<file path="src/hdl/vtpa_regs.svh">
`ifndef VTPA_REGS_SVH
`define VTPA_REGS_SVH

// ----------------------------------------
// stream constants
// ----------------------------------------
`define VTPA_SYNC        8'h47
`define VTPA_IDX_ZERO    8'h00
`define VTPA_IDX_ONE     8'h01
`define VTPA_TS_LAST     8'hBB
`define VTPA_WORDS_LAST  7'h5D
`define VTPA_STAMP_LAST  2'h3
`define VTPA_ERR_MAX     8'hFF

// ----------------------------------------
// register map and fields
// ----------------------------------------
`define VTPA_CTRL_OFS    8'h00
`define VTPA_COUNT_OFS   8'h04
`define VTPA_STAT_OFS    8'h08
`define VTPA_CTRL_RST    32'h0000_0000
`define VTPA_COUNT_RST   8'h01
`define VTPA_CW_MASK     32'hFF80_0000
`define VTPA_PT_MASK     32'h0F00_0000
`define VTPA_PT_MAX      32'h0300_0000
`define VTPA_FLAG_MASK   8'h4C
`define VTPA_EN_BIT      0
`define VTPA_ABS_BIT     6
`define VTPA_ALIGN_BIT   23
`define VTPA_STAMP_BIT   30
`endif

</file>
<file path="src/hdl/vtpa_pkg.sv">
package vtpa_pkg;
  // ----------------------------------------
  // assembler states
  // ----------------------------------------
  typedef enum logic [2:0] {S_IDLE, S_CW_LO, S_CW_HI, S_NEXT, S_STAMP, S_DATA} vtpa_state_t;

  // two stream bytes into one word
  function automatic logic [15:0] vtpa_pair(input logic [7:0] early, input logic [7:0] late, input logic big);
    return big ? {late, early} : {early, late};
  endfunction

  // one half of a long word
  function automatic logic [15:0] vtpa_half(input logic [31:0] lw, input logic hi);
    return hi ? lw[31:16] : lw[15:0];
  endfunction
endpackage

</file>
<file path="src/hdl/vtpa_if.sv">
`timescale 1ns/1ps
// ----------------------------------------
// configuration between regs and core
// ----------------------------------------
interface vtpa_cfg_if;
  logic [31:0] ctrl;
  logic [7:0]  ts_per_pkt;
  logic [7:0]  sync_errs;
  logic        busy;
  modport regs (output ctrl, ts_per_pkt, input sync_errs, busy);
  modport core (input ctrl, ts_per_pkt, output sync_errs, busy);
endinterface // vtpa_cfg_if

// ----------------------------------------
// packed words from byte packer
// ----------------------------------------
interface vtpa_word_if;
  logic [15:0] word;
  logic        valid;
  logic        take;
  logic        first;
  logic        last;
  logic [47:0] rel;
  logic [63:0] abs;
  logic        sync_err;
  modport src (output word, valid, first, last, rel, abs, sync_err, input take);
  modport snk (input word, valid, first, last, rel, abs, sync_err, output take);
endinterface // vtpa_word_if

</file>
<file path="src/hdl/vtpa_apb_regs.sv">
`timescale 1ns/1ps
`include "vtpa_regs.svh"
module vtpa_apb_regs import vtpa_pkg::*; (
  input  wire logic        clk_in,
  input  wire logic        rst_n_in,
  input  wire logic        psel_in,
  input  wire logic        penable_in,
  input  wire logic        pwrite_in,
  input  wire logic [7:0]  paddr_in,
  input  wire logic [31:0] pwdata_in,
  output logic      [31:0] prdata_out,
  output logic             pready_out,
  output logic             pslverr_out,
  vtpa_cfg_if.regs         cfg
);
  // ----------------------------------------
  // decode
  // ----------------------------------------
  logic [31:0] ctrl_q;
  logic [7:0]  count_q;
  wire  setup    = psel_in & ~penable_in;
  wire  access   = psel_in & penable_in & pready_out;
  wire  hit_ctrl = (paddr_in == `VTPA_CTRL_OFS);
  wire  hit_cnt  = (paddr_in == `VTPA_COUNT_OFS);
  wire  hit_stat = (paddr_in == `VTPA_STAT_OFS);
  wire  hit_any  = hit_ctrl | hit_cnt | hit_stat;
  wire [31:0] rd_mux = hit_ctrl ? ctrl_q :
                       hit_cnt  ? {24'h0, count_q} :
                       hit_stat ? {23'h0, cfg.busy, cfg.sync_errs} : 32'h0;
  // reserved payload codes never stored, the old code stays
  wire  pt_ok = (pwdata_in & `VTPA_PT_MASK) <= `VTPA_PT_MAX;
  wire [31:0] ctrl_d = pt_ok ? pwdata_in :
                       (pwdata_in & ~`VTPA_PT_MASK) | (ctrl_q & `VTPA_PT_MASK);
  // zero packets per frame would only close a frame after 256 packets
  wire [7:0] count_d = (pwdata_in[7:0] == 8'h00) ? `VTPA_COUNT_RST : pwdata_in[7:0];
  assign cfg.ctrl       = ctrl_q;
  assign cfg.ts_per_pkt = count_q;

  // ----------------------------------------
  // registers and answer
  // ----------------------------------------
  always_ff @(posedge clk_in or negedge rst_n_in) begin
    if (!rst_n_in) begin
      ctrl_q      <= `VTPA_CTRL_RST;
      count_q     <= `VTPA_COUNT_RST;
      prdata_out  <= 32'h0;
      pready_out  <= 1'b0;
      pslverr_out <= 1'b0;
    end else begin
      pready_out  <= setup;                 // one wait-free access cycle
      pslverr_out <= setup & ~hit_any;
      if (setup) prdata_out <= rd_mux;
      if (access && pwrite_in && hit_ctrl) ctrl_q <= ctrl_d;
      if (access && pwrite_in && hit_cnt) count_q <= count_d;
    end
  end
endmodule // vtpa_apb_regs

</file>
<file path="src/hdl/vtpa_top.sv">
`timescale 1ns/1ps
`include "vtpa_regs.svh"
module vtpa_top import vtpa_pkg::*; (
  input  wire logic        mclk_in,
  input  wire logic        rst_n_in,
  // apb slave
  input  wire logic        psel_in,
  input  wire logic        penable_in,
  input  wire logic        pwrite_in,
  input  wire logic [7:0]  paddr_in,
  input  wire logic [31:0] pwdata_in,
  output logic      [31:0] prdata_out,
  output logic             pready_out,
  output logic             pslverr_out,
  // encoder byte stream
  input  wire logic [7:0]  ts_byte_in,
  input  wire logic        ts_valid_in,
  output logic             ts_ready_out,
  // time sources
  input  wire logic [47:0] rtc_in,
  input  wire logic [63:0] abs_time_in,
  // packet body words
  output logic      [15:0] word_out,
  output logic             word_valid_out,
  input  wire logic        word_ready_in,
  output logic             word_first_out,
  output logic             word_last_out,
  output logic      [47:0] hdr_time_out,
  output logic      [7:0]  pkt_flags_out
);
  // ----------------------------------------
  // carriers and state
  // ----------------------------------------
  vtpa_cfg_if  cfg ();               // register side
  vtpa_word_if pk ();                // packed transport words

  vtpa_state_t state_q;              // assembler state
  vtpa_state_t state_d;
  logic [31:0] cw_q;                 // channel word of frame
  logic        abs_q;                // absolute stamps this frame
  logic [1:0]  sidx_q;               // stamp word index
  logic [7:0]  tsn_q;                // transport packet number
  logic [7:0]  errs_q;               // sync drop counter
  logic [6:0]  dcnt_q;               // data words in packet
  logic        emit;                 // load output stage
  logic        latch;                // frame start
  logic [15:0] ow;                   // word to load
  logic        of;                   // first body word
  logic        ol;                   // last body word

  // ----------------------------------------
  // continuous decode
  // ----------------------------------------
  // output stage free or being drained
  wire adv = ~word_valid_out | word_ready_in;
  wire en = cfg.ctrl[`VTPA_EN_BIT];
  wire big = cw_q[`VTPA_ALIGN_BIT];
  wire stamp_en = cw_q[`VTPA_STAMP_BIT];
  // relative stamp keeps its top sixteen bits zero
  wire [63:0] stamp = abs_q ? pk.abs : {16'h0, pk.rel};
  // low long word first, then the high one
  wire [31:0] stamp_lw = sidx_q[1] ? stamp[63:32] : stamp[31:0];
  wire frame_end = (tsn_q == cfg.ts_per_pkt);
  // byte order follows the live register setting while idle, then the latched frame setting
  wire pack_big = (state_q == S_IDLE) ? cfg.ctrl[`VTPA_ALIGN_BIT] : big;

  assign cfg.busy = (state_q != S_IDLE);
  assign cfg.sync_errs = errs_q;

  // ----------------------------------------
  // submodules
  // ----------------------------------------
  vtpa_apb_regs u_regs (
    .clk_in      (mclk_in),
    .rst_n_in    (rst_n_in),
    .psel_in     (psel_in),
    .penable_in  (penable_in),
    .pwrite_in   (pwrite_in),
    .paddr_in    (paddr_in),
    .pwdata_in   (pwdata_in),
    .prdata_out  (prdata_out),
    .pready_out  (pready_out),
    .pslverr_out (pslverr_out),
    .cfg         (cfg)
  );

  vtpa_ts_pack u_pack (
    .clk_in       (mclk_in),
    .rst_n_in     (rst_n_in),
    .ts_byte_in   (ts_byte_in),
    .ts_valid_in  (ts_valid_in),
    .ts_ready_out (ts_ready_out),
    .big_in       (pack_big),
    .rtc_in       (rtc_in),
    .abs_time_in  (abs_time_in),
    .w            (pk)
  );

  // ----------------------------------------
  // next state and word choice
  // ----------------------------------------
  always_comb begin
    state_d = state_q;
    emit = 1'b0;
    latch = 1'b0;
    ow = word_out;
    of = 1'b0;
    ol = 1'b0;
    pk.take = 1'b0;
    case (state_q)
      S_IDLE: begin
        // frame opens only once a sync byte has been seen
        if (en && pk.valid && pk.first) begin
          latch = 1'b1;
          state_d = S_CW_LO;
        end
      end
      S_CW_LO: begin
        if (adv) begin
          emit = 1'b1;
          of = 1'b1;
          ow = vtpa_half(cw_q, 1'b0);
          state_d = S_CW_HI;
        end
      end
      S_CW_HI: begin
        if (adv) begin
          emit = 1'b1;
          ow = vtpa_half(cw_q, 1'b1);
          state_d = S_NEXT;
        end
      end
      S_NEXT: begin
        // waits for the next sync so its time is known
        if (pk.valid) begin
          state_d = stamp_en ? S_STAMP : S_DATA;
        end
      end
      S_STAMP: begin
        if (adv) begin
          emit = 1'b1;
          ow = vtpa_half(stamp_lw, sidx_q[0]);
          if (sidx_q == `VTPA_STAMP_LAST) begin
            state_d = S_DATA;
          end
        end
      end
      S_DATA: begin
        if (adv && pk.valid) begin
          emit = 1'b1;
          pk.take = 1'b1;
          ow = pk.word;
          // last word of the last transport packet closes the frame
          if (pk.last) begin
            ol = frame_end;
            state_d = frame_end ? S_IDLE : S_NEXT;
          end
        end
      end
      default: begin
        state_d = S_IDLE;
      end
    endcase
  end

  // ----------------------------------------
  // assembler registers
  // ----------------------------------------
  always_ff @(posedge mclk_in or negedge rst_n_in) begin
    if (!rst_n_in) begin
      state_q <= S_IDLE;
      cw_q <= `VTPA_CTRL_RST;
      abs_q <= 1'b0;
      sidx_q <= 2'h0;
      tsn_q <= `VTPA_COUNT_RST;
      dcnt_q <= 7'h00;
    end else begin
      state_q <= state_d;
      if (latch) begin
        // reserved bits masked off here
        cw_q <= cfg.ctrl & `VTPA_CW_MASK;
        abs_q <= cfg.ctrl[`VTPA_ABS_BIT];
        tsn_q <= `VTPA_COUNT_RST;
      end
      if (state_q == S_NEXT) sidx_q <= 2'h0;
      else if (emit && state_q == S_STAMP) sidx_q <= 2'(sidx_q + 2'h1);
      if (pk.take) dcnt_q <= pk.last ? 7'h00 : 7'(dcnt_q + 7'h01);
      if (pk.take && pk.last && !frame_end) tsn_q <= 8'(tsn_q + 8'h01);
    end
  end

  // ----------------------------------------
  // output stage
  // ----------------------------------------
  // every output held in flops; stalls freeze the word
  always_ff @(posedge mclk_in or negedge rst_n_in) begin
    if (!rst_n_in) begin
      word_valid_out <= 1'b0;
      word_out <= 16'h0;
      word_first_out <= 1'b0;
      word_last_out <= 1'b0;
    end else begin
      word_valid_out <= emit | (word_valid_out & ~word_ready_in);
      if (emit) begin
        word_out <= ow;
        word_first_out <= of;
        word_last_out <= ol;
      end
    end
  end

  // ----------------------------------------
  // header side information
  // ----------------------------------------
  always_ff @(posedge mclk_in or negedge rst_n_in) begin
    if (!rst_n_in) begin
      hdr_time_out <= 48'h0;
      pkt_flags_out <= 8'h00;
      errs_q <= 8'h00;
    end else begin
      if (latch) hdr_time_out <= pk.rel;
      if (latch) pkt_flags_out <= cfg.ctrl[7:0] & `VTPA_FLAG_MASK;
      // counter saturates rather than wrapping to zero
      if (pk.sync_err && errs_q != `VTPA_ERR_MAX) errs_q <= 8'(errs_q + 8'h01);
    end
  end

  wire hs = word_valid_out & word_ready_in;
endmodule // vtpa_top

</file>
<file path="src/hdl/vtpa_ts_pack.sv">
`timescale 1ns/1ps
`include "vtpa_regs.svh"
module vtpa_ts_pack import vtpa_pkg::*; (
  input  wire logic        clk_in,
  input  wire logic        rst_n_in,
  input  wire logic [7:0]  ts_byte_in,
  input  wire logic        ts_valid_in,
  output logic             ts_ready_out,
  input  wire logic        big_in,
  input  wire logic [47:0] rtc_in,
  input  wire logic [63:0] abs_time_in,
  vtpa_word_if.src         w
);
  // ----------------------------------------
  // byte intake
  // ----------------------------------------
  logic [7:0] idx_q;     // byte index inside transport packet
  logic       half_q;    // one byte held
  logic [7:0] early_q;   // held earlier byte
  wire  acc     = ts_valid_in & ts_ready_out;
  wire  at_sync = (idx_q == `VTPA_IDX_ZERO);
  wire  bad     = acc & at_sync & (ts_byte_in != `VTPA_SYNC);
  wire  good    = acc & ~bad;
  wire  form    = good & half_q;
  wire  vld_d   = form | (w.valid & ~w.take);
  // single word store, so a new sync byte waits for the last word
  always_ff @(posedge clk_in or negedge rst_n_in) begin
    if (!rst_n_in) begin
      idx_q <= `VTPA_IDX_ZERO;
      half_q <= 1'b0;
      early_q <= 8'h00;
      ts_ready_out <= 1'b1;
      w.valid <= 1'b0;
      w.word <= 16'h0;
      w.first <= 1'b0;
      w.last <= 1'b0;
      w.rel <= 48'h0;
      w.abs <= 64'h0;
      w.sync_err <= 1'b0;
    end else begin
      ts_ready_out <= ~vld_d;
      w.valid <= vld_d;
      w.sync_err <= bad;
      if (good) begin
        idx_q <= (idx_q == `VTPA_TS_LAST) ? `VTPA_IDX_ZERO : 8'(idx_q + `VTPA_IDX_ONE);
        half_q <= ~half_q;
        early_q <= ts_byte_in;
      end
      if (good && at_sync) begin
        w.rel <= rtc_in;        // time of first bit
        w.abs <= abs_time_in;
      end
      if (form) begin
        w.word <= vtpa_pair(early_q, ts_byte_in, big_in);
        w.first <= (idx_q == `VTPA_IDX_ONE);
        w.last <= (idx_q == `VTPA_TS_LAST);
      end
    end
  end
endmodule // vtpa_ts_pack

</file>
<file path="config.mk">
export PLATFORM = sky130hd
export DESIGN_NAME = vtpa_top
export DESIGN_NICKNAME = d
export VERILOG_FILES = /design/src/hdl/vtpa_pkg.sv /design/src/hdl/vtpa_if.sv /design/src/hdl/vtpa_apb_regs.sv /design/src/hdl/vtpa_top.sv /design/src/hdl/vtpa_ts_pack.sv
export VERILOG_INCLUDE_DIRS = /design/src /design/src/hdl
export SDC_FILE = /design/constraint.sdc
export NUM_CORES = 1
export LEC_CHECK = 0
export BUFFER_PORTS_ARGS = -buffer_cell sky130_fd_sc_hd__buf_2
export CORE_AREA = 2 2 183 185
export CTS_BUF_LIST = sky130_fd_sc_hd__clkbuf_8
export CTS_CLUSTER_SIZE = 8
export DETAILED_ROUTE_END_ITERATION = 8
export DIE_AREA = 0 0 185 187
export GPL_TIMING_DRIVEN = 0
export PLACE_DENSITY = 0.67
export REMOVE_ABC_BUFFERS = 1
export SLEW_MARGIN = 20
export SYNTH_ARGS = -nofsm -noshare
export SYNTH_HDL_FRONTEND = slang
export SYNTH_HIERARCHICAL = 1
export SYNTH_SLANG_ARGS = --single-unit
</file>
<file path="constraint.sdc">
create_clock -name mclk_in -period 6.52 [get_ports mclk_in]
set_input_delay 0.978 -clock mclk_in [delete_from_list [all_inputs] [get_ports mclk_in]]
set_output_delay 0.978 -clock mclk_in [all_outputs]
set_load 0.1 [all_outputs]
</file>
[Word level (Yosys, flattened, before mapping)]
Index checks and enable logic that the tools add are counted.
Operators by class
  add/subtract/negate cells: 4
  magnitude comparators: 1
  equality and inequality tests: 21
  multiplexer cells: 41
  bitwise logic cells: 25
  reduce and logical (&&, ||, !) cells: 23
Operators with widths (number)
  two-way mux 32 bit: 4
  two-way mux 16 bit: 6
  two-way mux 64 bit: 1
  one-hot mux 16 bit (4 select lines): 1
  two-way mux 8 bit: 4
  bitwise OR 32 x 28 -> 32 bit: 1
  less-or-equal comparator 28 x 26 -> 1 bit, second input constant: 1
  adder 8 x 1 -> 8 bit, second input constant: 3
  logical NOT 8 bit: 3
  two-way mux 3 bit: 8
  one-hot mux 3 bit (6 select lines): 1
  bitwise AND 1 bit: 11
  logical AND 1 bit: 11
  two-way mux 1 bit: 11
  inequality test 2 bit, second input constant: 5
  two-way mux 9 bit: 1
  equality test 8 x 1 -> 1 bit, second input constant: 1
  equality test 8 x 3 -> 1 bit, second input constant: 1
  equality test 8 x 4 -> 1 bit, second input constant: 1
  equality test 8 bit: 1
  equality test 8 bit, second input constant: 1
  inequality test 8 x 7 -> 1 bit, second input constant: 1
  inequality test 8 bit, second input constant: 1
  inverter 1 bit: 8
  17 further kinds: 28
Word-level totals
  register bits: 325
  input bits: 167
  output and inout bits: 110
  word-level logic and storage cells: 143

[Logic depth before layout (Yosys ltp)]
  word-level depth: 9
  mapped depth: 8
  depth with buffers taken out: 6

[Hierarchy]
The synthesis kept the hierarchy.
By module, submodules not included
  vtpa_ts_pack: instances 1, cells an instance 374, area each 5988.2 µm², seq. area each 3754.9 µm²
  vtpa_top: instances 1, cells an instance 570, area each 5427.7 µm², seq. area each 2503.7 µm²
  vtpa_apb_regs: instances 1, cells an instance 248, area each 3121.7 µm², seq. area each 1853.0 µm²

[Worst setup path before layout]
OpenSTA, ideal clock, no wires.
  kind: input -> register
  start: input port ts_byte_in[5]
  end: register u_pack.early_q[3]
  library setup time: 0.125 ns
  data arrival time: 2.383 ns
  required time: 6.395 ns
  slack: 4.012 ns
  cell stages on the path: 5
  path buffers: 1
  path through: and4bb_2 > nand4_1 > a21oi_1 > buf_4 > mux2_2
On the way
  longest elaborated chain between the ends: 4
Ends and longest elaborated chain
  start, declared: RTL line vtpa_top.sv:16  | input wire logic [7:0] ts_byte_in,
  inequality test 8 x 7 -> 1 bit (no source line)
  bitwise AND 1 bit: RTL line vtpa_ts_pack.sv:22  | wire bad = acc & at_sync & (ts_byte_in != `VTPA_SYNC);
  inverter 1 bit: RTL line vtpa_ts_pack.sv:23  | wire good = acc & ~bad;
  bitwise AND 1 bit: RTL line vtpa_ts_pack.sv:23
  end signal, assigned: RTL line vtpa_ts_pack.sv:47  | early_q <= ts_byte_in;
  end, declared: RTL line vtpa_ts_pack.sv:19  | logic [7:0] early_q;
No other way between the ends.
A chain may end at the register's enable or synchronous reset.

[Worst setup path in the final report]
  start: input port ts_byte_in[5]
  end: register u_pack.w.rel[46]
On the way
  longest elaborated chain between the ends: 5
Ends and longest elaborated chain
  inequality test 8 x 7 -> 1 bit (no source line)
  bitwise AND 1 bit: RTL line vtpa_ts_pack.sv:22
  inverter 1 bit: RTL line vtpa_ts_pack.sv:23
  bitwise AND 1 bit: RTL line vtpa_ts_pack.sv:23
  logical AND 1 bit: RTL line vtpa_ts_pack.sv:49  | if (good && at_sync) begin
  end signal, assigned: RTL line vtpa_ts_pack.sv:50  | w.rel <= rtc_in;
  end, declared: RTL line vtpa_if.sv:26  | modport src (output word, valid, first, last, rel, abs, sync_err, input take);
No other way between the ends.

==> impl_metrics.env <==
export IMPL_status="complete, no violations"
export IMPL_synth_avg_cell_area_um2=12.2
export IMPL_swShare_pct=25.2
export IMPL_syn_area_um2=14500
export IMPL_drt_wl_total_um=35600
export IMPL_p_per_area_nw_per_um2=247
export IMPL_critPathCaptureType="register"
export IMPL_cts_sinks=324
export IMPL_wl_per_cell_um=18.2
export IMPL_core_area_um2=32900
export IMPL_crit_type="input pin to register"
export IMPL_initial_core_util_pct=44.2
export IMPL_synth_xor_area_share_pct=1.20
export IMPL_vias_per_cell=5.13
export IMPL_antenna_found_initial=8
export IMPL_ctsResizeCount=0
export IMPL_vias=10037
export IMPL_ant_nets=0
export IMPL_cts_buffers=54
export IMPL_ctsLongestPathBuffers=3
export IMPL_grt_max_degree=82
export IMPL_synth_most_common_cell="dfrtp_1"
export IMPL_synth_compound_area_share_pct=6.74
export IMPL_timing_fmax_mhz=306
export IMPL_async_reset_ff_share_pct=100
export IMPL_cts_tree="done"
export IMPL_post_cts_buffers=0
export IMPL_r2r_start="u_pack/idx_q[4]"
export IMPL_drv_cap=0
export IMPL_drc=0
export IMPL_rows=67
export IMPL_critPathLaunchType="input pin"
export IMPL_power_frac_clock_pct=40.2
export IMPL_synthTopCellsByArea="dfrtp_1 55%, mux2_2 8.5%, nand2_1 7.4%"
export IMPL_io_pins=277
export IMPL_p_switching_uw=1080
export IMPL_htreeDepth=2
export IMPL_ys_seq_area_share_pct=55.8
export IMPL_syn_inst=1192
export IMPL_grt_pass1_wl_um=56500
export IMPL_synth_top_cell_by_area="dfrtp_1"
export IMPL_die_w_um=185
export IMPL_first_pass_iters=5
export IMPL_period_share_pct=50.1
export IMPL_insertion_delay_ps=600
export IMPL_die_h_um=187
export IMPL_arrival_ps=3720
export IMPL_area_growth_pct=19.5
export IMPL_slew_headroom_pct=42.0
export IMPL_peakVddDrop_mv=0.159
export IMPL_ys_warn_count=6
export IMPL_instances_no_fill=1955
export IMPL_clkTransAtPathRegs_ps=60
export IMPL_cp_required_ps=6980
export IMPL_hp_class="input pin to async pin"
export IMPL_yosys_cell_types_count=68
export IMPL_min_period_ps=3270
export IMPL_utilization_pct=52.9
export IMPL_setup_violations=0
export IMPL_slew_viol_final=0
export IMPL_gp_congestion=0.796
export IMPL_critPathMaxFanout=15
export IMPL_dp_hpwl_um=24700
export IMPL_synth_top_family_by_area="multiplexers"
export IMPL_synth_seq_cells=324
export IMPL_synth_mux_area_share_pct=20.8
export IMPL_p_leak_uw=0.00907
export IMPL_placed_cells=1859
export IMPL_power_internal_uw=3210
export IMPL_synthSimpleGateAreaFrac_pct=11.0
export IMPL_synth_top_area_share_pct=55.3
export IMPL_root_buffer="clkbuf_8"
export IMPL_numPortBuffers=271
export IMPL_grt_overflow=0
export IMPL_first_iter_violations=652
export IMPL_grt_pass1_vias=10466
export IMPL_seqPwrFrac_pct=51.1
export IMPL_hold_viol=0
export IMPL_synthAdderAreaFrac_pct=0.516
export IMPL_synth_common_cells="321 x dfrtp_1, 287 x nand2_1, 110 x mux2_2, 80 x mux2_1, 54 x o21ai_0"
export IMPL_fp_dieArea_um2=34600
export IMPL_layout_drive_gt1_share_pct=35.4
export IMPL_synth_edf_count=0
export IMPL_ctsHoldBuffers=0
export IMPL_grtUsageTotal_pct=20.7
export IMPL_tightest_slew_ps=870
export IMPL_hold_ws_ps=213
export IMPL_grt_setup_unrepaired="false"
export IMPL_combPwrFrac_pct=8.7
export IMPL_fin_nets=1640
export IMPL_crit_start="ts_byte_in[5]"
export IMPL_synth_ff_type="dfrtp_1"
export IMPL_fin_skew_ps=34.0
routing by layer:
layer / part of all wire [%] / vias to the layer above / track usage [%]
li1: - / 4709 / -
met1: 43 / 4948 / 27.5
met2: 46 / 306 / 32.3
met3: 8.5 / 62 / 7.32
met4: 1.8 / 12 / 5.46
met5: 0.19 / - / 0
power groups by stage:
stage	sequential [uW]	combinational (uW)	clock [uW]
after floorplan	2230	202	0
final	2190	373	1720
after global routing	2210	409	1880
after CTS	2190	378	1790
after global placement	2220	356	0
after detailed placement	2230	377	0
through the flow:
step	power (uW)	setup slack (ps)	cell area (um^2)	TNS, ps
2_1_floorplan	2430	1510	14000	0
3_3_place_gp	2580	-1760	15900	-557520
3_5_place_dp	2600	2690	16300	0
4_1_cts	4350	3300	17400	0
5_1_grt	4490	3090	17400	0
6_report	4290	3250	17400	0
critical path, cell delays in order:
cell and delay (ps):
buf_2 120, and4bb_2 290, nand4_1 340, nor3b_4 630
buf_6 230, buf_8 170, buf_8 180, buf_6 210
buf_8 190, mux2_2 350
layout make-up:
class | count | area [um^2]
inverters | 6 | 22.5
well taps | 448 | 561
clock inverters | 31 | 164
repair buffers | 290 | 1710
fillers | 2908 | 15500
clock buffers | 63 | 867
multi-input cells | 791 | 5930
flip-flops and latches | 324 | 8120
diodes | 2 | 5.00
sequential cells by signal, indices dropped and copies added (netlist names), 8 cells and up:
name and count:
u_pack/w.abs 64, hdr_time_out 48, u_pack/w.rel 48, u_regs/cfg.ctrl 32
u_regs/prdata_out 32, u_pack/w.word 16, word_out 16, cw_q 9
cfg.sync_errs 8, tsn_q 8, u_pack/early_q 8, u_pack/idx_q 8
u_regs/cfg.ts_per_pkt 8
worst paths after layout:
kind	slack (ps)	endpoint	cells past startpoint
setup / recovery	3250	u_pack/w.rel[46]	10
hold / removal	210	u_pack/w.abs[6]	1
setup reg to reg	3310	u_pack/w.rel[46]	9
hold reg to reg	470	hdr_time_out[8]	2
max in group asynchronous	4820	u_regs/cfg.ts_per_pkt[0]	4
min in group mclk_in	470	hdr_time_out[8]	2
layout by cell type, fill, tap and decap left out, types with 11 or more instances in the layout:
cell type  count
buf_2        270
mux2_4        24
mux2_2       110
mux4_2        16
inv_1         32
mux2_1        80
nor2_1        11
o21ai_0       54
xnor2_1       16
clkbuf_8      63
nand2_1      287
dfrtp_1      318
a22oi_1       33
mux2i_1       17
kinds of logic (layout without fill, tap and decap cells):
family,Yosys count,count (layout)
buffers and inverters,81,390
AO/OA/AOI/OAI,145,145
multiplexers,247,247
other,1,7
AND/OR/NAND/NOR,368,368
flip-flops,324,324
XOR/XNOR,20,20
adder cells (fa/ha/maj),6,6
Note: power is estimated with default switching activity, not from simulation.
